### src/bnk_defines.svh
// Purpose: shared constants of the banked file-register block
// Assumes: included by bare name from every design file
// Notes:   definitions only
`ifndef BNK_DEFINES_SVH
`define BNK_DEFINES_SVH

`define BNK_OPC_W        12
`define BNK_SEL_W        5
`define BNK_SEL_MSB      4
`define BNK_SEL_LSB      0
`define BNK_BNUM_MSB     2
`define BNK_BNUM_LSB     0
`define BNK_DATA_W       8
`define BNK_BANK_W       3
`define BNK_NUM_BANKS    8
`define BNK_BANK_MSB     7
`define BNK_BANK_LSB     5
`define BNK_HALF_BIT     4
`define BNK_GP_BIT       3
`define BNK_GP_LO_MSB    2
`define BNK_IDX_W        8
`define BNK_GP_GLOBALS   8'h08
`define BNK_GP_TOTAL     136
`define BNK_SEL_INDIRECT 5'h00
`define BNK_OFF_INDIRECT 5'h00
`define BNK_OFF_RTC      5'h01
`define BNK_OFF_PCL      5'h02
`define BNK_OFF_STATUS   5'h03
`define BNK_OFF_POINTER  5'h04
`define BNK_OFF_PORT_A   5'h05
`define BNK_OFF_PORT_B   5'h06
`define BNK_OFF_PORT_C   5'h07
`define BNK_RESET_BYTE   8'h00
`define BNK_ZERO_BYTE    8'h00
`define BNK_BANK0        3'h0

`endif

### src/bnk_pkg.sv
// Purpose: types of the banked file-register block
// Assumes: nothing beyond the defines header
// Notes:   mode codes are also driven out of the top module
`include "bnk_defines.svh"
`default_nettype none
package bnk_pkg;
  typedef enum logic [1:0] {
    BNK_MODE_INDIRECT = 2'b00,
    BNK_MODE_GLOBAL   = 2'b01,
    BNK_MODE_BANKED   = 2'b10
  } bnk_mode_e;
  typedef logic [`BNK_DATA_W-1:0] bnk_byte_t;
  typedef logic [`BNK_SEL_W-1:0]  bnk_sel_t;
  typedef logic [`BNK_BANK_W-1:0] bnk_num_t;
  typedef logic [`BNK_IDX_W-1:0]  bnk_idx_t;
endpackage
`default_nettype wire

### src/bnk_acc_if.sv
// Purpose: selector-to-address resolution carrier
// Assumes: one decoder and one user
// Notes:   purely combinational signals
`include "bnk_defines.svh"
`default_nettype none
interface bnk_acc_if;
  import bnk_pkg::*;
  bnk_sel_t  sel;
  bnk_byte_t pointer;
  bnk_mode_e mode;
  bnk_byte_t phys_addr;
  logic      is_global;
  logic      gp_hit;
  bnk_idx_t  gp_index;
  modport decoder (input sel, pointer,
                   output mode, phys_addr, is_global, gp_hit, gp_index);
  modport user    (output sel, pointer,
                   input mode, phys_addr, is_global, gp_hit, gp_index);
endinterface
`default_nettype wire

### src/bnk_decode.sv
// Purpose: turns a register selector and the pointer into an address
// Assumes: pointer comes from a register on the same clock
// Notes:   combinational only
`include "bnk_defines.svh"
`default_nettype none
module bnk_decode
  import bnk_pkg::*;
(
  bnk_acc_if.decoder acc
);
  // global general registers take slots 0..7, bank upper halves follow
  function automatic bnk_idx_t gp_slot(input bnk_byte_t a);
    if (a[`BNK_HALF_BIT])
      gp_slot = `BNK_GP_GLOBALS
              + {a[`BNK_BANK_MSB:`BNK_BANK_LSB], a[`BNK_HALF_BIT-1:0]};
    else
      gp_slot = bnk_idx_t'(a[`BNK_GP_LO_MSB:0]);
  endfunction

  always_comb begin
    acc.mode      = BNK_MODE_GLOBAL;
    acc.phys_addr = {{`BNK_BANK_W{1'b0}}, acc.sel};
    if (acc.sel == `BNK_SEL_INDIRECT) begin
      acc.mode      = BNK_MODE_INDIRECT;
      acc.phys_addr = acc.pointer;
    end else if (acc.sel[`BNK_HALF_BIT]) begin
      acc.mode      = BNK_MODE_BANKED;
      acc.phys_addr = {acc.pointer[`BNK_BANK_MSB:`BNK_BANK_LSB], acc.sel};
    end
  end

  // a clear bit 4 always lands in the global set, also through the pointer
  assign acc.is_global = !acc.phys_addr[`BNK_HALF_BIT];
  assign acc.gp_hit    = !acc.is_global || acc.phys_addr[`BNK_GP_BIT];
  assign acc.gp_index  = gp_slot(acc.phys_addr);
endmodule
`default_nettype wire

### src/bnk_store.sv
// Purpose: general-purpose byte storage of the register file
// Assumes: index already resolved by the decoder
// Notes:   contents are not reset, as with plain RAM
`include "bnk_defines.svh"
`default_nettype none
module bnk_store #(
  parameter int W     = `BNK_DATA_W,
  parameter int DEPTH = `BNK_GP_TOTAL,
  parameter int IDX_W = `BNK_IDX_W
) (
  input  wire logic             clk,
  input  wire logic             clk_en,
  input  wire logic             wr_en,
  input  wire logic [IDX_W-1:0] wr_index,
  input  wire logic [W-1:0]     wr_data,
  input  wire logic [IDX_W-1:0] rd_index,
  output logic      [W-1:0]     rd_data
);
  if (DEPTH < 1 || $clog2(DEPTH) > IDX_W) begin : g_chk
    $error("bnk_store: depth does not fit the index width");
  end

  logic [W-1:0] mem [DEPTH];

  always_ff @(posedge clk) begin
    if (clk_en && wr_en && int'(wr_index) < DEPTH) begin
      mem[wr_index] <= wr_data;
    end
  end

  // out-of-range reads give zero rather than an undefined word
  assign rd_data = (int'(rd_index) < DEPTH) ? mem[rd_index] : '0;
endmodule
`default_nettype wire

### src/bnk_regfile.sv
// Purpose: banked data-memory register file of a small 8-bit core
// Assumes: the core presents one access per cycle on its own clock
// Notes:   read data returns one cycle after the access is taken
`include "bnk_defines.svh"
`default_nettype none
module bnk_regfile
  import bnk_pkg::*;
#(
  parameter int DATA_W = `BNK_DATA_W,
  parameter int BANKS  = `BNK_NUM_BANKS
) (
  input  wire logic                  clk,
  input  wire logic                  reset_n,
  input  wire logic                  clk_en,
  input  wire logic [`BNK_OPC_W-1:0] instr_opcode,
  input  wire logic                  acc_valid,
  input  wire logic                  acc_write,
  input  wire logic [DATA_W-1:0]     wr_data,
  input  wire logic                  bank_strobe,
  output logic      [DATA_W-1:0]     rd_data,
  output logic                       rd_valid,
  output logic      [DATA_W-1:0]     bank_pointer,
  output logic      [`BNK_BANK_W-1:0] current_bank,
  output logic      [DATA_W-1:0]     access_addr,
  output logic      [1:0]            access_mode,
  output logic      [DATA_W-1:0]     realtime_counter_value,
  output logic      [DATA_W-1:0]     program_counter_low,
  output logic      [DATA_W-1:0]     status_flags,
  output logic      [DATA_W-1:0]     port_a_data,
  output logic      [DATA_W-1:0]     port_b_data,
  output logic      [DATA_W-1:0]     port_c_data
);
  if (DATA_W != `BNK_DATA_W || BANKS != `BNK_NUM_BANKS) begin : g_chk
    $error("bnk_regfile: only 8-bit registers in 8 banks are served");
  end

  bnk_acc_if acc ();

  bnk_sel_t  sel;
  bnk_num_t  bank_arg;
  bnk_sel_t  gidx;
  logic      rd_go;
  logic      wr_go;
  logic      glob_wr;
  logic      ptr_wr;
  logic      bank_go;
  logic      gp_wr;
  bnk_byte_t store_rd;
  bnk_byte_t rd_next;
  bnk_byte_t ptr_next;
  bnk_byte_t ptr_reg;
  bnk_byte_t rtc_reg;
  bnk_byte_t pcl_reg;
  bnk_byte_t status_reg;
  bnk_byte_t port_a_reg;
  bnk_byte_t port_b_reg;
  bnk_byte_t port_c_reg;
  bnk_byte_t rd_data_reg;
  logic      rd_valid_reg;
  bnk_byte_t addr_reg;
  bnk_mode_e mode_reg;

  // the same opcode field carries the bank number for the bank command
  assign sel      = instr_opcode[`BNK_SEL_MSB:`BNK_SEL_LSB];
  assign bank_arg = instr_opcode[`BNK_BNUM_MSB:`BNK_BNUM_LSB];

  assign acc.sel     = sel;
  assign acc.pointer = ptr_reg;

  bnk_decode u_decode (
    .acc (acc)
  );

  assign gidx    = {1'b0, acc.phys_addr[`BNK_HALF_BIT-1:0]};
  assign rd_go   = clk_en && acc_valid && !acc_write;
  assign wr_go   = clk_en && acc_valid && acc_write;
  assign glob_wr = wr_go && acc.is_global && !acc.gp_hit;
  assign ptr_wr  = glob_wr && gidx == `BNK_OFF_POINTER;
  // a plain pointer write in the same cycle overrides the bank command
  assign bank_go = clk_en && bank_strobe && !ptr_wr;
  assign gp_wr   = wr_go && acc.gp_hit;

  bnk_store #(
    .W     (`BNK_DATA_W),
    .DEPTH (`BNK_GP_TOTAL),
    .IDX_W (`BNK_IDX_W)
  ) u_store (
    .clk      (clk),
    .clk_en   (clk_en),
    .wr_en    (gp_wr),
    .wr_index (acc.gp_index),
    .wr_data  (wr_data),
    .rd_index (acc.gp_index),
    .rd_data  (store_rd)
  );

  always_comb begin
    ptr_next = ptr_reg;
    if (ptr_wr) begin
      ptr_next = wr_data;
    end else if (bank_go) begin
      ptr_next[`BNK_BANK_MSB:`BNK_BANK_LSB] = bank_arg;
    end
  end

  always_ff @(posedge clk) begin
    if (!reset_n) begin
      ptr_reg <= `BNK_RESET_BYTE;
    end else if (clk_en) begin
      ptr_reg <= ptr_next;
    end
  end

  // dedicated globals in their fixed order; 00h holds no storage
  always_ff @(posedge clk) begin
    if (!reset_n) begin
      rtc_reg    <= `BNK_RESET_BYTE;
      pcl_reg    <= `BNK_RESET_BYTE;
      status_reg <= `BNK_RESET_BYTE;
      port_a_reg <= `BNK_RESET_BYTE;
      port_b_reg <= `BNK_RESET_BYTE;
      port_c_reg <= `BNK_RESET_BYTE;
    end else if (glob_wr) begin
      unique case (gidx)
        `BNK_OFF_RTC:    rtc_reg    <= wr_data;
        `BNK_OFF_PCL:    pcl_reg    <= wr_data;
        `BNK_OFF_STATUS: status_reg <= wr_data;
        `BNK_OFF_PORT_A: port_a_reg <= wr_data;
        `BNK_OFF_PORT_B: port_b_reg <= wr_data;
        `BNK_OFF_PORT_C: port_c_reg <= wr_data;
        default: ;
      endcase
    end
  end

  // the indirect port reached through itself reads zero
  always_comb begin
    rd_next = store_rd;
    if (!acc.gp_hit) begin
      unique case (gidx)
        `BNK_OFF_INDIRECT: rd_next = `BNK_ZERO_BYTE;
        `BNK_OFF_RTC:      rd_next = rtc_reg;
        `BNK_OFF_PCL:      rd_next = pcl_reg;
        `BNK_OFF_STATUS:   rd_next = status_reg;
        `BNK_OFF_POINTER:  rd_next = ptr_reg;
        `BNK_OFF_PORT_A:   rd_next = port_a_reg;
        `BNK_OFF_PORT_B:   rd_next = port_b_reg;
        `BNK_OFF_PORT_C:   rd_next = port_c_reg;
        default:           rd_next = `BNK_ZERO_BYTE;
      endcase
    end
  end

  always_ff @(posedge clk) begin
    if (!reset_n) begin
      rd_data_reg <= `BNK_ZERO_BYTE;
    end else if (rd_go) begin
      rd_data_reg <= rd_next;
    end
  end

  always_ff @(posedge clk) begin
    if (!reset_n) begin
      rd_valid_reg <= 1'b0;
    end else if (clk_en) begin
      rd_valid_reg <= rd_go;
    end
  end

  // resolved address of the last access, for the core's debug view
  always_ff @(posedge clk) begin
    if (!reset_n) begin
      addr_reg <= `BNK_ZERO_BYTE;
      mode_reg <= BNK_MODE_GLOBAL;
    end else if (clk_en && acc_valid) begin
      addr_reg <= acc.phys_addr;
      mode_reg <= acc.mode;
    end
  end

  assign rd_data                = rd_data_reg;
  assign rd_valid               = rd_valid_reg;
  assign bank_pointer           = ptr_reg;
  assign current_bank           =
    ptr_reg[`BNK_BANK_MSB:`BNK_BANK_LSB];
  assign access_addr            = addr_reg;
  assign access_mode            = mode_reg;
  assign realtime_counter_value = rtc_reg;
  assign program_counter_low    = pcl_reg;
  assign status_flags           = status_reg;
  assign port_a_data            = port_a_reg;
  assign port_b_data            = port_b_reg;
  assign port_c_data            = port_c_reg;
endmodule
`default_nettype wire

### config.mk
export PLATFORM = sky130hd
export DESIGN_NAME = bnk_regfile
export DESIGN_NICKNAME = d
export VERILOG_FILES = /design/src/bnk_pkg.sv /design/src/bnk_acc_if.sv /design/src/bnk_decode.sv /design/src/bnk_store.sv /design/src/bnk_regfile.sv
export VERILOG_INCLUDE_DIRS = /design/src
export SDC_FILE = /design/constraint.sdc
export NUM_CORES = 1
export LEC_CHECK = 0
export BUFFER_PORTS_ARGS = -buffer_cell sky130_fd_sc_hd__buf_2
export CAP_MARGIN = 10
export CELL_PAD_IN_SITES_DETAIL_PLACEMENT = 1
export CELL_PAD_IN_SITES_GLOBAL_PLACEMENT = 1
export CORE_UTILIZATION = 49
export CTS_CLUSTER_DIAMETER = 100
export CTS_CLUSTER_SIZE = 30
export DETAILED_ROUTE_END_ITERATION = 10
export PLACE_DENSITY_LB_ADDON = 0.1
export SYNTH_ARGS = -nofsm -noshare
export SYNTH_HDL_FRONTEND = slang
export SYNTH_HIERARCHICAL = 1
export SYNTH_SLANG_ARGS = --single-unit
### constraint.sdc
create_clock -name clk -period 3.9 [get_ports clk]
set_input_delay 0.975 -clock clk [delete_from_list [all_inputs] [get_ports clk]]
set_output_delay 0.975 -clock clk [all_outputs]
set_load 0.005 [all_outputs]
-- Word level (Yosys, flattened, before mapping)
Memories as Yosys holds them, arrays and structs flattened.
Index checks and enable logic that the tools add are counted.
- register bits: 75
- latch bits: 0
- memory bits (writable): 1088
- ROM bits: 0
- memories: 1
- memories (name ; words ; width ; rd ports ; clocked after Yosys merged registers in ; wr ports ; RTL line ; source):
    u_store.mem ; 136 ; 8 ; 1 ; 0 ; 1 ; bnk_store.sv:23 ; logic [W-1:0] mem [DEPTH];
- add/subtract/negate cells: 1
- multiply operators: 0
- div/mod/pow operators: 0
- magnitude comparators: 1
- equal/unequal tests: 7
- shift operators: 0
- muxes and demuxes: 12
- bitwise logic cells: 0
- reductions and logical operators: 26
- operator list (operator ; count):
    one-hot mux 8 bit (7 select lines) ; 1
    two-way mux 8 bit ; 5
    equality test 4 x 3 -> 1 bit, second input constant ; 4
    AND reduction 2 bit ; 8
    logical AND 1 bit ; 11
    adder 4 x 7 -> 8 bit, first input constant ; 1
    equality test 4 x 2 -> 1 bit, second input constant ; 2
    < comparator 8 bit, second input constant ; 1
    two-way mux 3 bit ; 2
    logical NOT 5 bit ; 1
    equality test 4 x 1 -> 1 bit, second input constant ; 1
    logical NOT 1 bit ; 4
    two-way mux 2 bit ; 2
    two-way mux 1 bit ; 2
    nonzero test 2 bit ; 1
    logical OR 1 bit ; 1

-- Logic depth before layout (Yosys ltp)
- word-level depth: 10
- gate-level depth with buffers: 17
- mapped depth without buffers: 14

-- Cells and area by module
The synthesis kept the hierarchy.
- by module, submodules not included (module ; times used ; cells an instance ; area an instance (um2) ; seq. area each (um2)):
    bnk_store ; 1 ; 2124 ; 43081.3 ; 32671.3
    bnk_regfile ; 1 ; 347 ; 3616.0 ; 1501.4
    bnk_decode ; 1 ; 38 ; 235.2 ; 0.0

-- Worst setup path after synthesis
No wires, ideal clock.
- path type: input to register
- start: input port instr_opcode[0]
- end: register rd_data_reg[5] (netlist: rd_data[5])
- setup time: 60 ps
- data arrival time: 3723 ps
- data required time: 3840 ps
- setup slack: 117 ps
- stages: 14
- buffers on the path: 2
- cells stage by stage: nor4_1 > a21oi_1 > nor2_1 > clkbuf_8 > nand2_1 > nor2_1 > buf_2 > nand3_1 > nand4_1 > a21oi_1 > a221oi_1 > a21oi_1 > o31ai_1 > o221a_1
- cells in the longest elaborated chain, start to end: 7
- elaborated cells between the ends (all ways): 18
- those cells by class: add/sub (1); order compare (1); eq/ne (7); mux (6); reduce/logical (2); memory (1)
- ends and longest elaborated chain (item ; RTL line ; source):
    start: declaration ; bnk_regfile.sv:15 ; input wire logic [`BNK_OPC_W-1:0] instr_opcode,
    logical NOT 5 bit (no source line) / two-way mux 8 bit (equally long branches) ; - ;
    two-way mux 8 bit * ; bnk_decode.sv:23 ; if (acc.sel == `BNK_SEL_INDIRECT) begin
    adder 4 x 7 -> 8 bit (no source line) ; - ;
    two-way mux 8 bit * ; bnk_decode.sv:13 ; if (a[`BNK_HALF_BIT])
    named net acc.gp_index[3] ; bnk_acc_if.sv:14 ; bnk_idx_t gp_index;
    memory read (136 x 8 bit) / < comparator 8 bit (equally long branches) ; - ;
    two-way mux 8 bit * ; bnk_store.sv:32 ; assign rd_data = (int'(rd_index) < DEPTH) ? mem[rd_index] : '0;
    named net store_rd[5] ; bnk_regfile.sv:48 ; bnk_byte_t store_rd;
    two-way mux 8 bit * ; bnk_regfile.sv:139 ; if (!acc.gp_hit) begin
    end signal: assignment ; bnk_regfile.sv:156 ; rd_data_reg <= `BNK_ZERO_BYTE;
    end signal: assignment ; bnk_regfile.sv:158 ; rd_data_reg <= rd_next;
    end: declaration ; bnk_regfile.sv:58 ; bnk_byte_t rd_data_reg;
The timed path passes the listed nets; every way through them passes the cells marked *.
A chain may end at the register's enable or synchronous reset.

-- Worst setup path after layout
- start: input port instr_opcode[0]
- end: register rd_data_reg[4] (netlist: rd_data[4])
Same word-level chain as after synthesis.

==> results.yml <==
routing:
  wl_met1_mm: 55.6
  ant_nets: 0
  wire_per_inst_um: 30.7
  dr_wl_met2_mm: 64.7
  top_layer: "met4"
  dr_wl_met3_mm: 6.04
  dr.pass1.iters: 5
  drtIter0Drc: 2640
  wl_mm: 130
  vias: 25552
  vias_per_cell: 6.05
  drc_errors: 0
power_and_ir_drop:
  power.total_mw: 21.3
  p_leak_nw: 18.0
  powerDensity_nw_per_um2: 402
  vdd_drop_max_mv: 0.345
yosys:
  synthAdderAreaFrac_pct: 0
  synth_edf_count: 1088
  synth.distinct_cells: 79
  ys_seq_area_share_pct: 72.8
  syn_inst: 2509
  synthMuxAreaShare_pct: 15.6
  async_reset_ff_share_pct: 0
  synth_compound_area_share_pct: 4.15
  synth_xor_area_share_pct: 0.0187
  yosysWarnings: 6
  synth.ff_latch_count: 1163
  ys.flop_type: "edfxtp_1"
  synth.avg_cell_area_um2: 18.7
  synth_top_family_by_area: "multiplexers"
  synth_fp_nets: 2535
  netlist_area_um2: 46900
  yosys.area_share.simple_pct: 4.62
placed_design:
  post-place-ws_ps: -802
  place.gp.congestion: 0.887
  postPlaceCellArea_um2: 51600
  hpwlAfterDp_mm: 89.7
  placement.io_buffers: 96
global_routing:
  track_usage_pct: 26.6
  grt_max_degree: 85
  grt_pass1_wl_mm: 188
  grt_antenna_before_repair: 0
  first_global_vias: 26753
  grt_overflow: 0
finish:
  stdcell_area_um2: 53000
  area_delta_synth_final_pct: 13.0
  layout-drive-gt1-share_pct: 28.1
  nets: 2967
  utilization_pct: 55.9
  largest_reg_flops: 1088
  largest-register: "u_store/mem"
sta:
  skew_ps: 19.3
  fin_hold_ws_ps: 483
  layout_min_cycle_time_ps: 3870
  setup_viol_count_final: 0
  fin_crit_sh_pct: 99.1
  hold_violations: 0
  grt_setup_unrepaired: "yes"
  worst_slack_ps: 34.4
  worst_pin_slew_ps: 1200
  max_clock_freq_ghz: 0.259
  max_slew_margin_pct: 19.9
  finalMaxSlewViolations: 0
worst_hold_path:
  hold_path_class: "flip-flop to flip-flop"
  min_path_cells: 2
  hold_end: "access_addr[1]"
  hold_path.startpoint: "access_addr[1]"
run:
  maxCapViolations: 0
die:
  pin_count: 104
  row_count: 113
  coreArea_um2: 94900
  die_area_um2: 97000
  initial_core_util_pct: 49.5
  die_h_um: 311
  die_w_um: 311
clocking:
  clkLatencyLatePin_ps: 650
  ctsHtreeMaxLevel: 2
  clk_pin_slew_worst_paths_ps: 120
  cts_sinks: 1163
  cts_buffers: 45
  cts_tree: "built"
  cts_root_buffer: "clkbuf_16"
  cts.path.max_buffers: 3
setup_path:
  cp_max_fo: 7
  cp.arrival_ps: 4470
  crit_path_start_kind: "input port"
  critPathCaptureType: "flip-flop"
  reg2reg_from: "bank_pointer[0]"
  rrSetupSlack_ps: 390
  cpMostUsedCell: "buf_4"
  crit_required_ps: 4500
  cp_cell_sequence: "buf_2, nor4_2, buf_4, o21ai_0, xnor2_1, buf_4, nor2_4, buf_12, nand2b_1, nor2_2, buf_4, buf_4, nand3_1, nand4_1, a21oi_1, a222oi_1, a21oi_1, a21oi_2"
  worst_path_max_delay_cell: "a222oi_1"
  path_class: "input port to flip-flop"
  slowest_delay_ps: 690
  regToRegEndpoint: "rd_data[5]"
  rr_worst_depth: 11
run_status:
  status: "completed"
-- worst max path at each step --
stage,start,to,cells past startpoint
floorplan,instr_opcode[0],rd_data[5],14
global placement,instr_opcode[2],rd_data[3],16
detailed placement,instr_opcode[2],rd_data[3],16
CTS,instr_opcode[0],rd_data[4],18
global route,instr_opcode[0],rd_data[4],18
finish,instr_opcode[0],rd_data[4],18
-- layout make-up --
type / instances / area [um^2]
timing repair buffer: 538 / 4370
fill: 8514 / 41800
clock inverter: 5 / 100
antenna: 1 / 2.50
tap: 1265 / 1580
inverter: 10 / 37.5
multi-input combinational: 1183 / 11600
clock buffer: 55 / 1210
sequential: 1163 / 34200
-- cells by family after synthesis --
family                    count (synthesis)
DFF                                    1163
and+or+nand+nor                         434
muxes                                   487
buffers and inverters                   163
xor gates and xnor gates                  1
AOI/OAI and AO/OA                       261
-- what timing repair did --
item | in CTS | in global routing
pin swaps | 2 | 4
gates resized for setup | 2 | 7
setup endpoints to repair | 5 | 6
cloned | 0 | 1
hold buffers | 0 | 0
setup buffers | 6 | 1
-- cells in the final DEF (no fill, tap or decap), types with 9 or more instances in the layout --
master,netlist,layout
a21boi_0,10,10
a21oi_1,35,34
a221oi_1,11,9
a22oi_1,99,99
a31oi_1,14,14
buf_12,3,43
buf_2,40,88
buf_4,24,406
clkbuf_16,0,48
dfxtp_1,75,75
edfxtp_1,1088,1088
mux2_2,40,40
mux2i_1,262,262
mux4_1,27,27
mux4_2,158,158
nand2_1,75,73
nand2b_1,11,11
nand3_1,53,53
nand4_1,12,12
nor2_1,159,154
nor2b_1,75,74
o21ai_0,17,17
-- where the power goes --
group | leakage, nW | switching [mW] | internal, mW
sequential | 10.4 | 0.00968 | 13.6
combinational | 7.01 | 0.968 | 0.656
clock | 0.637 | 3.68 | 2.37
-- critical path: cells and delay by family --
kind,cells,cell delay [ps]
simple gates,6,1150
xor+xnor,1,200
compound gates,5,1250
buf+inv,6,860
-- cells in the mapped netlist, types with 3 or more instances --
cell	instances	share of area, %
buf_8	7	0.22
nand3b_1	4	0.064
a21boi_0	10	0.16
and3b_1	5	0.093
clkbuf_1	28	0.22
dfxtp_1	75	3.2
mux2_2	40	0.96
nor2b_1	75	1.0
o2111ai_1	4	0.075
buf_2	40	0.43
buf_6	35	0.84
buf_4	24	0.38
o211a_1	3	0.064
a211oi_1	8	0.13
mux4_1	27	1.5
mux2i_1	262	5.6
inv_1	8	0.064
and2_1	8	0.11
nor2_1	159	1.3
edfxtp_1	1088	70
a222oi_1	8	0.17
o21ai_0	17	0.18
nor3_1	8	0.085
nand4_2	3	0.080
clkbuf_8	15	0.44
a31oi_1	14	0.19
a21oi_1	35	0.37
o21ai_1	4	0.043
nand2_1	75	0.60
nand3_1	53	0.57
a22o_1	6	0.11
o211ai_1	6	0.096
buf_12	3	0.13
a221oi_1	11	0.21
a2111o_1	7	0.17
a21oi_2	7	0.13
mux4_2	158	7.6
a22oi_1	99	1.6
nand2b_1	11	0.15
nand4_1	12	0.16
-- per-stage QoR --
stage | TNS [ps] | instances
after global placement | -152240 | 4151
after global routing | -35.2 | 4219
after detailed placement | -181770 | 4151
final | 0 | 4220
after floorplan | 0 | 2509
after CTS | 0 | 4217
-- routing by layer --
layer  GRT usage (%)  vias to the layer above
li1                -                    10925
met1            37.2                    13732
met2            44.8                      742
met3            2.62                      153
met4            6.80                        0
met5               0                        -
Power figures use the tool's default switching activity.
